`src/hw/flash_part_pkg.sv`:
```
// Constants, types and flash operation records for the partition sequencer
package flash_part_pkg;

  // Command codes
  localparam logic [7:0] CMD_FIRST = 8'h01;
  localparam logic [7:0] CMD_LAST = 8'h15;
  localparam logic [7:0] CMD_ERASE_VFY_ALL = 8'h01;
  localparam logic [7:0] CMD_ERASE_VFY_BLK = 8'h02;
  localparam logic [7:0] CMD_ERASE_ALL = 8'h08;
  localparam logic [7:0] CMD_UNSECURE = 8'h0b;
  localparam logic [7:0] CMD_BACKDOOR = 8'h0c;
  localparam logic [7:0] CMD_FIELD_MARGIN = 8'h0e;
  localparam logic [7:0] CMD_FULL_PART = 8'h0f;
  localparam logic [7:0] CMD_EMUL_ENABLE = 8'h13;
  localparam logic [7:0] CMD_EMUL_DISABLE = 8'h14;
  localparam logic [7:0] CMD_EMUL_QUERY = 8'h15;
  localparam logic [7:0] CMD_PARTITION = 8'h20;

  // Partition limits, in 256-byte sectors, and the minimum ratio of emulation sectors to buffer sectors
  localparam int unsigned SECTOR_BYTES = 256;
  localparam int unsigned DF_SECTORS_MAX = 128;
  localparam int unsigned BUF_SECTORS_MAX = 16;
  localparam int unsigned EEE_SECTORS_MIN = 12;
  localparam int unsigned EEE_RATIO_MIN = 8;

  // Global addresses
  localparam logic [23:0] ADDR_DF_START = 24'h10_0000;
  localparam logic [23:0] ADDR_BUF_END = 24'h13_ffff;
  localparam logic [23:0] ADDR_DF_PART = 24'h12_0000;
  localparam logic [23:0] ADDR_DF_PART_DUP = 24'h12_0002;
  localparam logic [23:0] ADDR_BUF_PART = 24'h12_0004;
  localparam logic [23:0] ADDR_BUF_PART_DUP = 24'h12_0006;
  localparam logic [23:0] ADDR_SEC_BYTE = 24'h7f_ff0f;

  // Security
  localparam logic [7:0] SEC_REG_RESET = 8'hff;
  localparam logic [1:0] SEC_UNSECURED = 2'h2;

  // Sequencer steps of the full-partition command
  localparam logic [2:0] STEP_ERASE_BLOCK = 3'h0;
  localparam logic [2:0] STEP_ERASE_INFO = 3'h1;
  localparam logic [2:0] STEP_PROG_DF = 3'h2;
  localparam logic [2:0] STEP_PROG_DF_DUP = 3'h3;
  localparam logic [2:0] STEP_PROG_BUF = 3'h4;
  localparam logic [2:0] STEP_LAST = 3'h5;

  typedef enum logic [1:0] {
    MODE_NORMAL_SINGLE_CHIP = 2'h0,
    MODE_NORMAL_EXPANDED = 2'h1,
    MODE_SPECIAL_SINGLE_CHIP = 2'h2,
    MODE_SPECIAL = 2'h3
  } chip_mode_e;

  typedef enum logic [1:0] {
    OP_READ = 2'h0,
    OP_ERASE_BLOCK = 2'h1,
    OP_ERASE_INFO = 2'h2,
    OP_PROGRAM = 2'h3
  } flash_op_e;

  typedef enum logic [4:0] {
    S_SECLD = 5'b00001,
    S_IDLE = 5'b00010,
    S_CHECK = 5'b00100,
    S_FLASH = 5'b01000,
    S_OTHER = 5'b10000
  } seq_state_e;

  typedef struct packed {
    flash_op_e op;
    logic [23:0] addr;
    logic [15:0] wdata;
  } flash_cmd_s;

  localparam flash_cmd_s FLASH_CMD_RESET = '{OP_READ, 24'h00_0000, 16'h0000};

endpackage : flash_part_pkg

```
`src/hw/flash_partition_command_control.sv`:
```
// Flash command sequencer: full partition, mode checks, stop and security
`timescale 1ns/1ps

module flash_partition_command_control
  import flash_part_pkg::*;
#(
  parameter int unsigned DF_MAX = DF_SECTORS_MAX,
  parameter int unsigned BUF_MAX = BUF_SECTORS_MAX,
  parameter int unsigned EEE_MIN = EEE_SECTORS_MIN,
  parameter int unsigned RATIO_MIN = EEE_RATIO_MIN
) (
  input wire logic ref_clk_i,
  input wire logic rst_i,
  input wire logic clk_en_i,
  input wire logic launch_i,
  input wire logic [7:0] command_code_i,
  input wire logic [7:0] direct_sector_count_i,
  input wire logic [7:0] emul_buffer_sector_count_i,
  input wire logic complete_irq_enable_i,
  input wire chip_mode_e chip_mode_i,
  input wire logic stop_req_i,
  input wire logic emul_pending_i,
  input wire logic flash_done_i,
  input wire logic [7:0] flash_rdata_i,
  input wire logic other_done_i,
  output logic command_complete_flag_o,
  output logic access_error_o,
  output logic irq_o,
  output logic stop_ack_o,
  output logic flash_req_o,
  output flash_cmd_s flash_cmd_o,
  output logic other_req_o,
  output logic [7:0] security_config_reg_o,
  output logic secured_o
);

  localparam logic [8:0] DF_MAX_W = 9'(DF_MAX);
  localparam logic [8:0] BUF_MAX_W = 9'(BUF_MAX);
  localparam logic [8:0] EEE_MIN_W = 9'(EEE_MIN);
  localparam logic [12:0] RATIO_W = 13'(RATIO_MIN);

  seq_state_e st_ff;
  logic [2:0] step_ff;
  logic flash_req_ff;
  flash_cmd_s flash_cmd_ff;
  logic other_req_ff;
  logic command_complete_flag_ff;
  logic acc_err_ff;
  logic [7:0] sec_ff;
  logic [7:0] code_ff;
  logic [7:0] df_ff;
  logic [7:0] er_ff;
  logic launch_ok;
  logic cmd_ok;
  logic flash_ack;
  logic done_ev;
  logic reject_ev;
  logic secld_ev;
  logic [23:0] buf_start;

  // Floor division avoided: (a / er) >= 8 holds exactly when a >= 8 * er
  function automatic logic partition_ok(input logic [7:0] df,
                                        input logic [7:0] er);
    logic [8:0] room;
    room = DF_MAX_W - {1'b0, df};
    partition_ok = ({1'b0, df} <= DF_MAX_W)
      && ({1'b0, er} <= BUF_MAX_W)
      && ((er == 8'h00)
        || ((room >= EEE_MIN_W)
        && ({4'h0, room} >= RATIO_W * {5'h00, er})));
  endfunction : partition_ok

  function automatic logic cmd_allowed(input logic [7:0] code,
                                       input chip_mode_e mode,
                                       input logic sec);
    logic special;
    logic ns;
    special = (mode == MODE_SPECIAL_SINGLE_CHIP) || (mode == MODE_SPECIAL);
    ns = (mode == MODE_NORMAL_SINGLE_CHIP);
    if (!((code >= CMD_FIRST && code <= CMD_LAST)
        || code == CMD_PARTITION)) begin
      cmd_allowed = 1'b0;
    end else begin
      unique case (code)
        CMD_ERASE_ALL, CMD_UNSECURE: cmd_allowed = special;
        CMD_BACKDOOR: cmd_allowed = ns;
        CMD_FIELD_MARGIN, CMD_FULL_PART: cmd_allowed = special && !sec;
        CMD_ERASE_VFY_ALL, CMD_ERASE_VFY_BLK, CMD_EMUL_ENABLE,
        CMD_EMUL_DISABLE, CMD_EMUL_QUERY, CMD_PARTITION: begin
          cmd_allowed = 1'b1;
        end
        default: cmd_allowed = !sec || ns;
      endcase
    end
  endfunction : cmd_allowed

  // Step order puts both erases ahead of the four record writes
  function automatic flash_cmd_s step_cmd(input logic [2:0] step,
                                          input logic [7:0] df,
                                          input logic [7:0] er);
    unique case (step)
      STEP_ERASE_BLOCK: step_cmd = '{OP_ERASE_BLOCK, ADDR_DF_START, 16'h0000};
      STEP_ERASE_INFO: step_cmd = '{OP_ERASE_INFO, ADDR_DF_PART, 16'h0000};
      STEP_PROG_DF: step_cmd = '{OP_PROGRAM, ADDR_DF_PART, {8'h00, df}};
      STEP_PROG_DF_DUP: begin
        step_cmd = '{OP_PROGRAM, ADDR_DF_PART_DUP, {8'h00, df}};
      end
      STEP_PROG_BUF: step_cmd = '{OP_PROGRAM, ADDR_BUF_PART, {8'h00, er}};
      default: step_cmd = '{OP_PROGRAM, ADDR_BUF_PART_DUP, {8'h00, er}};
    endcase
  endfunction : step_cmd

  // Launch is the clear of a set complete flag while idle
  assign launch_ok = clk_en_i && launch_i && command_complete_flag_ff && st_ff == S_IDLE;
  assign cmd_ok = cmd_allowed(code_ff, chip_mode_i, secured_o)
    && (code_ff != CMD_FULL_PART || partition_ok(df_ff, er_ff));
  assign flash_ack = flash_req_ff && flash_done_i;
  assign buf_start = ADDR_BUF_END + 24'h00_0001 - {8'h00, er_ff, 8'h00};
  assign reject_ev = clk_en_i && st_ff == S_CHECK && !cmd_ok;
  assign secld_ev = clk_en_i && st_ff == S_SECLD && flash_ack;
  assign done_ev = reject_ev
    || (clk_en_i && st_ff == S_FLASH && flash_ack && step_ff == STEP_LAST)
    || (clk_en_i && st_ff == S_OTHER && other_done_i);

  // Parameters are latched at launch so later writes cannot skew a command
  always_ff @(posedge ref_clk_i or posedge rst_i) begin
    if (rst_i) begin
      code_ff <= 8'h00;
      df_ff <= 8'h00;
      er_ff <= 8'h00;
    end else if (launch_ok) begin
      code_ff <= command_code_i;
      df_ff <= direct_sector_count_i;
      er_ff <= emul_buffer_sector_count_i;
    end
  end

  always_ff @(posedge ref_clk_i or posedge rst_i) begin
    if (rst_i) begin
      st_ff <= S_SECLD;
      step_ff <= STEP_ERASE_BLOCK;
      flash_req_ff <= 1'b0;
      flash_cmd_ff <= FLASH_CMD_RESET;
      other_req_ff <= 1'b0;
    end else if (clk_en_i) begin
      unique case (st_ff)
        S_SECLD: begin
          flash_cmd_ff <= '{OP_READ, ADDR_SEC_BYTE, 16'h0000};
          flash_req_ff <= !flash_ack;
          if (flash_ack) begin
            st_ff <= S_IDLE;
          end
        end
        S_IDLE: begin
          if (launch_ok) begin
            st_ff <= S_CHECK;
          end
        end
        S_CHECK: begin
          if (!cmd_ok) begin
            st_ff <= S_IDLE;
          end else if (code_ff == CMD_FULL_PART) begin
            step_ff <= STEP_ERASE_BLOCK;
            st_ff <= S_FLASH;
          end else begin
            other_req_ff <= 1'b1;
            st_ff <= S_OTHER;
          end
        end
        S_FLASH: begin
          flash_cmd_ff <= step_cmd(step_ff, df_ff, er_ff);
          flash_req_ff <= !flash_ack;
          if (flash_ack) begin
            if (step_ff == STEP_LAST) begin
              st_ff <= S_IDLE;
            end else begin
              step_ff <= step_ff + 3'h1;
            end
          end
        end
        S_OTHER: begin
          if (other_done_i) begin
            other_req_ff <= 1'b0;
            st_ff <= S_IDLE;
          end
        end
      endcase
    end
  end

  // Flag stays low until the security byte is in, so no launch races it
  always_ff @(posedge ref_clk_i or posedge rst_i) begin
    if (rst_i) begin
      command_complete_flag_ff <= 1'b0;
    end else if (done_ev || secld_ev) begin
      command_complete_flag_ff <= 1'b1;
    end else if (launch_ok) begin
      command_complete_flag_ff <= 1'b0;
    end
  end

  always_ff @(posedge ref_clk_i or posedge rst_i) begin
    if (rst_i) begin
      acc_err_ff <= 1'b0;
    end else if (reject_ev) begin
      acc_err_ff <= 1'b1;
    end else if (launch_ok) begin
      acc_err_ff <= 1'b0;
    end
  end

  always_ff @(posedge ref_clk_i or posedge rst_i) begin
    if (rst_i) begin
      sec_ff <= SEC_REG_RESET;
    end else if (secld_ev) begin
      sec_ff <= flash_rdata_i;
    end
  end

  assign command_complete_flag_o = command_complete_flag_ff;
  assign access_error_o = acc_err_ff;
  // Level request, raised while the complete flag and its enable are both set
  assign irq_o = command_complete_flag_ff && complete_irq_enable_i;
  assign stop_ack_o = stop_req_i && command_complete_flag_ff && !emul_pending_i;
  assign flash_req_o = flash_req_ff;
  assign flash_cmd_o = flash_cmd_ff;
  assign other_req_o = other_req_ff;
  assign security_config_reg_o = sec_ff;
  assign secured_o = sec_ff[1:0] != SEC_UNSECURED;
endmodule : flash_partition_command_control

```
`config.mk`:
```
export PLATFORM = sky130hd
export DESIGN_NAME = flash_partition_command_control
export DESIGN_NICKNAME = d
export VERILOG_FILES = /design/src/hw/flash_part_pkg.sv /design/src/hw/flash_partition_command_control.sv
export SDC_FILE = /design/constraint.sdc
export NUM_CORES = 1
export LEC_CHECK = 0
export BUFFER_PORTS_ARGS = -buffer_cell sky130_fd_sc_hd__buf_4
export CAP_MARGIN = 20
export CORE_UTILIZATION = 50
export DETAILED_ROUTE_END_ITERATION = 7
export GPL_TIMING_DRIVEN = 0
export PLACE_DENSITY = 0.77
export SETUP_SLACK_MARGIN = 0.15
export SKIP_LAST_GASP = 1
export SLEW_MARGIN = 0
export SYNTH_ARGS = -nofsm -noshare
export SYNTH_HDL_FRONTEND = slang
export SYNTH_SLANG_ARGS = --single-unit
```
`constraint.sdc`:
```
create_clock -name ref_clk_i -period 4.8 [get_ports ref_clk_i]
set_input_delay 0.24 -clock ref_clk_i [delete_from_list [all_inputs] [get_ports ref_clk_i]]
set_output_delay 0.24 -clock ref_clk_i [all_outputs]
set_load 0.005 [all_outputs]
```
==> metrics.yaml, run 1 <==
timing:
  whs_ns: 0.0968
  hold_viol_final: 0
  tightest_slew_ns: 0.902
  setup_viol: 0
  fmax_mhz: 295
  min_period_ns: 3.39
  rsz0062_at_grt: "no"
  fin_setup_tns_ns: 0
  slew_viol_final: 0
  finalClockSkew_ns: 0.00886
  setup_ws_ns: 1.41
  fin_crit_sh: 0.706
  slew_headroom: 0.395
setup_path:
  slowest_stage: "or4b_4"
  required_ns: 5.06
  end_kind: "flip-flop"
  r2r-start: "df_ff[0]$_DFFE_PP0P_"
  ff2ff_path_depth: 10
  path_class: "flip-flop to flip-flop"
  crit_path_start: "df_ff[0]$_DFFE_PP0P_"
  path_cells: "inv_1 -> ha_1 -> or4b_4 -> o31a_2 -> ha_1 -> a211o_1 -> a311oi_1 -> nor3_2 -> o211ai_4 -> mux2i_1"
  max_stage_delay_ns: 0.54
  crit_buf_inv: 1
  crit_cells: 10
  critical_path.most_common_cell: "ha_1"
  critPathMaxFanout: 6
  cp-start-kind: "flip-flop"
  r2r-end: "step_ff[0]$_DFFE_PP0P_"
  crit_family: "compound AO/OA/AOI/OAI gates"
  regToRegSetupSlack_ns: 1.41
  endpoint: "step_ff[0]$_DFFE_PP0P_"
  cp.arrival_ns: 3.65
final_layout:
  diodes: 0
  finalNetCount: 523
  drive_gt1_frac: 0.375
  layout.cells.non_filler: 549
  multi_input_area_um2: 1670
  area_growth_pct: 30.3
  fillers: 525
  seqCellArea_um2: 1490
  final_util: 0.692
  mostFrequentLayoutCell: "buf_4"
  fin_area_um2: 4520
  layout_common_cells: "buf_4 (112), dfrtp_1 (50), nand2_1 (34)"
floorplan:
  die_x_um: 85.3
  initial_core_util: 0.531
  ios: 100
  fp.dieH_um: 85.3
  die_area_um2: 7270
  core_um2: 6530
  rows: 29
synth:
  synth-edff-count: 0
  synth_area_um2: 3470
  synth_warnings: 0
  ys_ff_latch: 59
  syn_inst: 357
  avgSynthCellArea_um2: 9.72
  synthFlopType: "dfrtp_1"
  async_flop_share: 1.00
  synth_seq_area_share: 0.429
  synth_cell_types: 59
clock_network:
  htree_levels: 3
  postCtsHoldBufs: 1
  post_cts_resized: 0
  clk_path_buf_depth: 2
  post_cts_buffers: 0
  cts_tree: "built"
  clkSinkCount: 59
  numCtsBuffers: 9
  clk_latency_ns: 0.34
  clk_pin_slew_ns: 0.07
  root_buffer: "clkbuf_8"
global_routing:
  grt_pass1_wl_um: 12800
  grt_pass1_vias: 2769
  overflow: 0
  antenna_found_initial: 0
  busiest_layer: "met2"
  grt_max_degree: 41
  grt.met3_usage: 0.0525
  gr-usage-met2: 0.358
  grt_util_met1: 0.298
  grt_usage: 0.226
job:
  drv_cap: 0
routing:
  drt_pass1_iterations: 4
  antenna_left: 0
  vias: 2956
  wl_per_cell_um: 13.9
  drt_iter0_markers: 130
  viasPerCell: 5.38
  drt_drc_violations_left: 0
  wl_um: 7640
place:
  place_area_um2: 4270
  dp_hpwl_um: 5700
  placed_cells: 532
  gp_congestion: 0.851
  portBuffers: 85
  post-place-ws_ns: 1.45
power_and_ir_drop:
  leakage_nw: 2.23
  powerDensity_nw_per_um2: 500
  p_total_mw: 2.26
  vdd_ir_drop_max_mv: 0.382
min_path:
  hp-class: "input pin to flip-flop"
outcome:
  status: "finished, final reports clean"
==> layer usage <==
| layer | wire length (um) | vias up |
|---|---|---|
| met5 | 0 | - |
| met4 | 138 | 0 |
| met3 | 524 | 12 |
| met2 | 3580 | 99 |
| met1 | 3400 | 1406 |
| li1 | - | 1439 |
==> sequential cells by signal, indices dropped and copies added (netlist names) <==
signal,flops
step_ff,3
st_ff,5
other_req_o,1
security_config_reg_o,8
flash_cmd_o,15
er_ff,8
command_complete_flag_o,1
code_ff,8
flash_req_o,1
df_ff,8
access_error_o,1
==> cell usage after synthesis, types with 2 or more instances <==
cell type,number,share of area
a31oi_1,2,0.0036
xor2_1,4,0.010
clkbuf_1,9,0.0097
nor3_2,2,0.0058
nor2b_1,3,0.0054
ha_1,13,0.047
o21ai_0,31,0.045
or3_1,2,0.0036
nand2b_1,3,0.0054
nand3b_1,4,0.0087
mux2_2,24,0.078
and4_1,2,0.0051
a211o_1,3,0.0076
mux2i_1,5,0.014
and3_1,3,0.0054
nand3_1,2,0.0029
buf_1,3,0.0032
a22oi_1,9,0.019
nand2_1,34,0.037
inv_1,22,0.024
buf_2,2,0.0029
dfstp_2,9,0.068
nor4_1,4,0.0072
xnor2_1,4,0.010
a21oi_1,14,0.020
nand4_1,4,0.0072
and2_1,4,0.0072
nor3_1,8,0.012
nor2_1,19,0.021
o31ai_1,3,0.0065
o31a_2,2,0.0058
dfrtp_1,50,0.36
nor3b_1,2,0.0043
buf_4,27,0.058
==> cell families after synthesis <==
group	Yosys count	synth area share
AND/OR/NAND/NOR	105	0.162
AO/OA/AOI/OAI	77	0.145
buffers and inverters	65	0.103
flip-flops	59	0.429
multiplexers	29	0.0924
adder cells (fa/ha/maj)	13	0.0469
XOR/XNOR	8	0.0202
other	1	0.00108
==> area by class of cell <==
type / count / area share
Multi-Input combinational cell: 245 / 0.369
Sequential cell: 59 / 0.329
Timing Repair Buffer: 87 / 0.148
Buffer: 43 / 0.0606
Clock buffer: 11 / 0.0313
Clock inverter: 5 / 0.0221
Tap cell: 77 / 0.0213
Inverter: 22 / 0.0183
==> where the power goes <==
part | leakage (nW) | switching, mW | internal, mW | total (mW)
registers | 0.705 | 0.142 | 0.657 | 0.799
logic | 1.41 | 0.469 | 0.439 | 0.908
clock network | 0.123 | 0.196 | 0.357 | 0.554
==> worst min path at each step <==
stage                                        start                           to  slack [ns]  depth (start not counted)
after global routing      direct_sector_count_i[2]         df_ff[2]$_DFFE_PP0P_        0.09                          3
after CTS                 direct_sector_count_i[0]         df_ff[0]$_DFFE_PP0P_        0.09                          3
after global placement    direct_sector_count_i[0]         df_ff[0]$_DFFE_PP0P_        0.45                          3
after floorplan                  command_code_i[2]       code_ff[2]$_DFFE_PP0P_        0.36                          2
final                     direct_sector_count_i[2]         df_ff[2]$_DFFE_PP0P_         0.1                          3
after detailed placement                     rst_i  flash_cmd_o[36]$_DFFE_PP0P_        0.29                          2
==> worst min-delay path, delay by kind of cell <==
family	cells	cell delay (ns)
buf+inv	1	0.07
compound gates	1	0.05
simple gates	1	0.03
No activity file was read; power rests on OpenSTA's default activity.
==> run 2, diff against run 1 <==
- clock period: 4.8 -> 3.3 ns (I/O delays scaled with it)
==> run 2 against run 1 <==
  * Routed wire length grew 2.1%
  * Die area is the same
  * Clock skew decreased by 0.0020 ns
  * Non-clock buffer count grew 5
  * Largest power group unchanged
==> metrics.yaml, run 2 (synthesis results as in run 1) <==
global_routing:
  grt_pass1_wl_um: 12800  # about the same
  grt_pass1_vias: 2777  # was 2769
  overflow: 0  # unchanged
  antenna_found_initial: 0  # unchanged
  grt_max_degree: 41  # unchanged
  grt_usage: 0.226  # about the same
timing:
  slew_viol_final: 0  # unchanged
  rsz0062_at_grt: "yes"  # was no
  fmax_mhz: 329  # was 295 MHz
  setup_ws_ns: 0.257  # was 1.41 ns
  setup_viol: 0  # unchanged
  finalClockSkew_ns: 0.00689  # was 0.00886 ns
  fin_crit_sh: 0.922  # was 0.706
  min_period_ns: 3.04  # was 3.39 ns
  fin_setup_tns_ns: 0  # unchanged
  tightest_slew_ns: 0.917  # was 0.902 ns
  slew_headroom: 0.385  # was 0.395
  whs_ns: 0.0198  # was 0.0968 ns
  hold_viol_final: 0  # unchanged
floorplan:
  die_area_um2: 7270  # unchanged
  ios: 100  # unchanged
  die_x_um: 85.3  # unchanged
  core_um2: 6530  # unchanged
  fp.dieH_um: 85.3  # unchanged
  rows: 29  # unchanged
  initial_core_util: 0.531  # unchanged
final_layout:
  fin_area_um2: 4610  # was 4520 um2
  drive_gt1_frac: 0.403  # was 0.375
  area_growth_pct: 32.8  # was 30.3%
  layout.cells.non_filler: 554  # was 549
  diodes: 0  # unchanged
  multi_input_area_um2: 1710  # was 1670 um2
  layout_common_cells: "buf_4 (117), dfrtp_1 (48), nand2_1 (34)"  # was buf_4 (112), dfrtp_1 (50), nand2_1 (34)
  finalNetCount: 528  # was 523
  seqCellArea_um2: 1490  # about the same
  largest_reg_flops: 15  # unchanged
  mostFrequentLayoutCell: "buf_4"  # unchanged
  fillers: 503  # was 525
  final_util: 0.705  # was 0.692
place:
  dp_hpwl_um: 5700  # unchanged
  place_area_um2: 4270  # unchanged
  post-place-ws_ns: -0.0497  # was 1.45 ns
  gp_congestion: 0.851  # unchanged
  placed_cells: 532  # unchanged
  portBuffers: 85  # unchanged
clock_network:
  root_buffer: "clkbuf_8"  # unchanged
  clk_pin_slew_ns: 0.07  # about the same
  clkSinkCount: 59  # unchanged
  htree_levels: 3  # unchanged
  clk_path_buf_depth: 2  # unchanged
  clk_latency_ns: 0.34  # about the same
  numCtsBuffers: 9  # unchanged
  cts_tree: "built"  # unchanged
routing:
  drt_iter0_markers: 160  # was 130
  drt_drc_violations_left: 0  # unchanged
  drt_pass1_iterations: 4  # unchanged
  wl_per_cell_um: 14.1  # was 13.9 um
  wl_um: 7790  # was 7640 um
  antenna_left: 0  # unchanged
  vias: 2987  # was 2956
  viasPerCell: 5.39  # was 5.38
setup_path:
  ff2ff_path_depth: 12  # was 10
  r2r-end: "step_ff[0]$_DFFE_PP0P_"  # unchanged
  path_class: "flip-flop to flip-flop"  # unchanged
  critPathMaxFanout: 6  # unchanged
  r2r-start: "df_ff[0]$_DFFE_PP0P_"  # unchanged
  end_kind: "flip-flop"  # unchanged
  path_cells: "inv_4 -> ha_4 -> or4b_4 -> nor2_4 -> xnor2_1 -> ha_1 -> a21oi_2 -> o21ai_2 -> a311oi_2 -> nor3_2 -> o211ai_4 -> mux2i_1"  # was inv_1 -> ha_1 -> or4b_4 -> o31a_2 -> ha_1 -> a211o_1 -> a311oi_1 -> nor3_2 -> o211ai_4 -> mux2i_1
  regToRegSetupSlack_ns: 0.26  # was 1.41 ns
  cp-start-kind: "flip-flop"  # unchanged
  max_stage_delay_ns: 0.51  # was 0.54 ns
  crit_family: "compound AO/OA/AOI/OAI gates"  # unchanged
  cp.arrival_ns: 3.31  # was 3.65 ns
  required_ns: 3.56  # was 5.06 ns
  crit_buf_inv: 1  # unchanged
  slowest_stage: "or4b_4"  # unchanged
job:
  drv_cap: 0  # unchanged
min_path:
  whs_endpoint: "df_ff[2]$_DFFE_PP0P_"  # unchanged
  hold_start: "direct_sector_count_i[2]"  # unchanged
  hold_depth: 3  # unchanged
  hp-class: "input pin to flip-flop"  # unchanged
power_and_ir_drop:
  leakage_nw: 2.26  # was 2.23 nW
  powerDensity_nw_per_um2: 745  # was 500 nW/um2
  vdd_ir_drop_max_mv: 0.582  # was 0.382 mV
  p_total_mw: 3.43  # was 2.26 mW
outcome:
  status: "finished, final reports clean"  # unchanged
-- run 2: how the worst max path moves through the flow --
stage	startpoint	endpoint	cells past startpoint
5_1_grt	df_ff[0]$_DFFE_PP0P_	step_ff[0]$_DFFE_PP0P_	12
6_report	df_ff[0]$_DFFE_PP0P_	step_ff[0]$_DFFE_PP0P_	12
3_5_place_dp	df_ff[0]$_DFFE_PP0P_	step_ff[0]$_DFFE_PP0P_	10
2_1_floorplan	df_ff[0]$_DFFE_PP0P_	step_ff[0]$_DFFE_PP0P_	10
3_3_place_gp	df_ff[0]$_DFFE_PP0P_	step_ff[1]$_DFFE_PP0P_	10
4_1_cts	df_ff[0]$_DFFE_PP0P_	step_ff[0]$_DFFE_PP0P_	10
-- run 2: power breakdown --
part | internal (mW) | total, mW | leakage (nW) | switching (mW)
Sequential | 0.958 | 1.17 | 0.703 | 0.209
Combinational | 0.714 | 1.46 | 1.43 | 0.746
Clock | 0.520 | 0.807 | 0.123 | 0.287
Total | 2.19 | 3.43 | 2.26 | 1.24
-- run 2: timing repair --
action                                  4_1_cts  5_1_grt
setup buffers                                 0        5
hold buffers                                  1        0
pin swaps                                     2        7
hold endpoints to repair                     15        0
endpoints found under the setup margin        6        7
gates resized for setup                       7        6
-- run 2: area by class of cell --
type | instances | area share
Multi-Input combinational cell | 245 | 0.372
Clock buffer | 11 | 0.0307
Timing Repair Buffer | 92 | 0.153
Clock inverter | 5 | 0.0217
Buffer | 43 | 0.0595
Tap cell | 77 | 0.0209
Inverter | 22 | 0.0185
Sequential cell | 59 | 0.323
-- run 2: tightest hold or removal path, delay by kind of cell --
family | cells | cell delay (ns)
simple gates | 1 | 0.03
compound gates | 1 | 0.05
buf+inv | 1 | 0.07
-- run 2: per-layer routing --
layer,up-vias,GRT usage,routed length [um]
li1,1445,-,-
met1,1424,0.297,3530
met2,107,0.359,3630
met3,11,0.0535,539
met4,0,0.102,95
met5,-,0,0
==> run 3, diff against run 2 <==
==> constraint.sdc (replaced) <==
create_clock -name ref_clk_i -period 3.15 [get_ports ref_clk_i]
set_input_delay 0.1575 -clock ref_clk_i [delete_from_list [all_inputs] [get_ports ref_clk_i]]
set_output_delay 0.1575 -clock ref_clk_i [all_outputs]
set_load 0.05 [all_outputs]
==> run 3 against run 2 <==
  * Combinational power increased by 32%
  * First-iteration DRC count decreased by 33%
  * Global-route usage increased by 0.77 points
  * Critical path depth unchanged
  * Clock-buffer cell count increased by 3
  * Setup slack got worse by 0.046 ns
  * Highest routed layer unchanged
==> metrics.yaml, run 3 (synthesis results as in run 1) <==
global_routing:
  grt_pass1_wl_um: 13200  # was 12800 um
  grt_max_degree: 42  # was 41
  antenna_found_initial: 0  # unchanged
  overflow: 0  # unchanged
  grt_pass1_vias: 2923  # was 2777
  grt_usage: 0.234  # was 0.226
timing:
  hold_viol_final: 0  # unchanged
  finalClockSkew_ns: 0.0115  # was 0.00689 ns
  fin_setup_tns_ns: 0  # unchanged
  fmax_mhz: 340  # was 329 MHz
  slew_headroom: 0.390  # was 0.385
  fin_crit_sh: 0.933  # was 0.922
  setup_viol: 0  # unchanged
  whs_ns: 0.0272  # was 0.0198 ns
  min_period_ns: 2.94  # was 3.04 ns
  rsz0062_at_grt: "yes"  # unchanged
  tightest_slew_ns: 0.909  # was 0.917 ns
  slew_viol_final: 0  # unchanged
routing:
  drt_drc_violations_left: 0  # unchanged
  drt_iter0_markers: 108  # was 160
  vias: 3038  # was 2987
  drt_pass1_iterations: 4  # unchanged
  wl_um: 8220  # was 7790 um
  viasPerCell: 5.42  # was 5.39
  wl_per_cell_um: 14.6  # was 14.1 um
  antenna_left: 0  # unchanged
power_and_ir_drop:
  p_total_mw: 3.88  # was 3.43 mW
  vdd_ir_drop_max_mv: 0.552  # was 0.582 mV
  powerDensity_nw_per_um2: 837  # was 745 nW/um2
  leakage_nw: 2.28  # was 2.26 nW
clock_network:
  clk_pin_slew_ns: 0.07  # about the same
  cts_tree: "built"  # unchanged
  clkSinkCount: 59  # unchanged
  clk_path_buf_depth: 2  # unchanged
  clk_latency_ns: 0.34  # about the same
  htree_levels: 3  # unchanged
  numCtsBuffers: 9  # unchanged
  root_buffer: "clkbuf_8"  # unchanged
final_layout:
  finalNetCount: 535  # was 528
  drive_gt1_frac: 0.405  # was 0.403
  largest_reg_flops: 15  # unchanged
  multi_input_area_um2: 1710  # unchanged
  final_util: 0.709  # was 0.705
  fillers: 510  # was 503
  seqCellArea_um2: 1490  # unchanged
  mostFrequentLayoutCell: "buf_4"  # unchanged
  layout_common_cells: "buf_4 (124), dfrtp_1 (48), nand2_1 (34)"  # was buf_4 (117), dfrtp_1 (48), nand2_1 (34)
  layout.cells.non_filler: 561  # was 554
  area_growth_pct: 33.4  # was 32.8%
  diodes: 0  # unchanged
setup_path:
  cp.arrival_ns: 3.20  # was 3.31 ns
  required_ns: 3.41  # was 3.56 ns
  cp-start-kind: "flip-flop"  # unchanged
  critPathMaxFanout: 3  # was 6
  path_class: "flip-flop to flip-flop"  # unchanged
  end_kind: "flip-flop"  # unchanged
place:
  dp_hpwl_um: 5790  # was 5700 um
  placed_cells: 532  # unchanged
  gp_congestion: 0.873  # was 0.851
  portBuffers: 85  # unchanged
outcome:
  status: "finished, final reports clean"  # unchanged
floorplan:
  die_area_um2: 7270  # unchanged
  die_x_um: 85.3  # unchanged
  core_um2: 6530  # unchanged
  initial_core_util: 0.531  # unchanged
  ios: 100  # unchanged
  rows: 29  # unchanged
  fp.dieH_um: 85.3  # unchanged
min_path:
  hp-class: "input pin to flip-flop"  # unchanged
job:
  drv_cap: 0  # unchanged
==> run 3: cell count changes in the layout (fill, tap and decap cells not counted), moves of 2 or more <==
cell,previous run,this run
buf_4,117,124
bufinv_16,3,1
clkbuf_8,10,12
o21ai_1,0,2
==> run 3: power by group <==
part           internal [mW]  switching (mW)
clock                  0.430           0.298
sequential              1.00           0.214
combinational          0.810            1.12
total                   2.24            1.63
==> run 3: stage by stage <==
step	setup WS (ns)	area (um2)
floorplan	0.152	3520
global placement	-0.0906	4250
detailed placement	-0.142	4270
CTS	0.150	4560
global route	0.0821	4630
finish	0.211	4630
==> run 3: area by class of cell <==
type | count | area share
Multi-Input combinational cell | 245 | 0.370
Sequential cell | 59 | 0.322
Timing Repair Buffer | 99 | 0.164
Buffer | 43 | 0.0592
Clock buffer | 14 | 0.0373
Tap cell | 77 | 0.0208
Inverter | 22 | 0.0189
Clock inverter | 2 | 0.00757
==> run 3: what timing repair did <==
item | 4_1_cts | 5_1_grt
gates cloned | 0 | 0
resized for setup | 8 | 5
pin swaps | 3 | 4
setup buffers | 4 | 8
hold buffers | 1 | 0
hold endpoints to repair | 15 | 0
setup endpoints to repair | 7 | 7
==> run 3: worst max-delay path: stages (launching register included) <==
cell      delay, ns
dfrtp_2        0.43
inv_4          0.08
ha_4           0.14
or4b_4         0.49
o31a_4         0.30
ha_4           0.28
nand4_1        0.10
nor4_2         0.27
a311oi_2       0.09
nor3_2         0.30
buf_4          0.16
nand4_1        0.10
o21ai_1        0.12
==> run 3: path summary, 6_finish.rpt <==
kind / start / end / slack (ns) / cells past startpoint
max: df_ff[1]$_DFFE_PP0P_ / st_ff[3]$_DFFE_PP0P_ / 0.21 / 12
min: emul_buffer_sector_count_i[2] / er_ff[2]$_DFFE_PP0P_ / 0.03 / 3
max reg2reg: df_ff[1]$_DFFE_PP0P_ / st_ff[3]$_DFFE_PP0P_ / 0.21 / 12
min reg2reg: flash_cmd_o[36]$_DFFE_PP0P_ / flash_cmd_o[36]$_DFFE_PP0P_ / 0.48 / 1
max in group asynchronous: rst_i / security_config_reg_o[0]$_DFFE_PP1P_ / 2.15 / 4
min in group asynchronous: rst_i / flash_cmd_o[37]$_DFFE_PP0P_ / 0.38 / 3
==> run 3: metal layers <==
metal,track usage,wire length [um],vias up,share of wire
li1,-,-,1462,-
met1,0.298,3420,1425,0.42
met2,0.377,3990,126,0.49
met3,0.0496,581,25,0.071
met4,0.123,231,0,0.028
met5,0,0,-,0
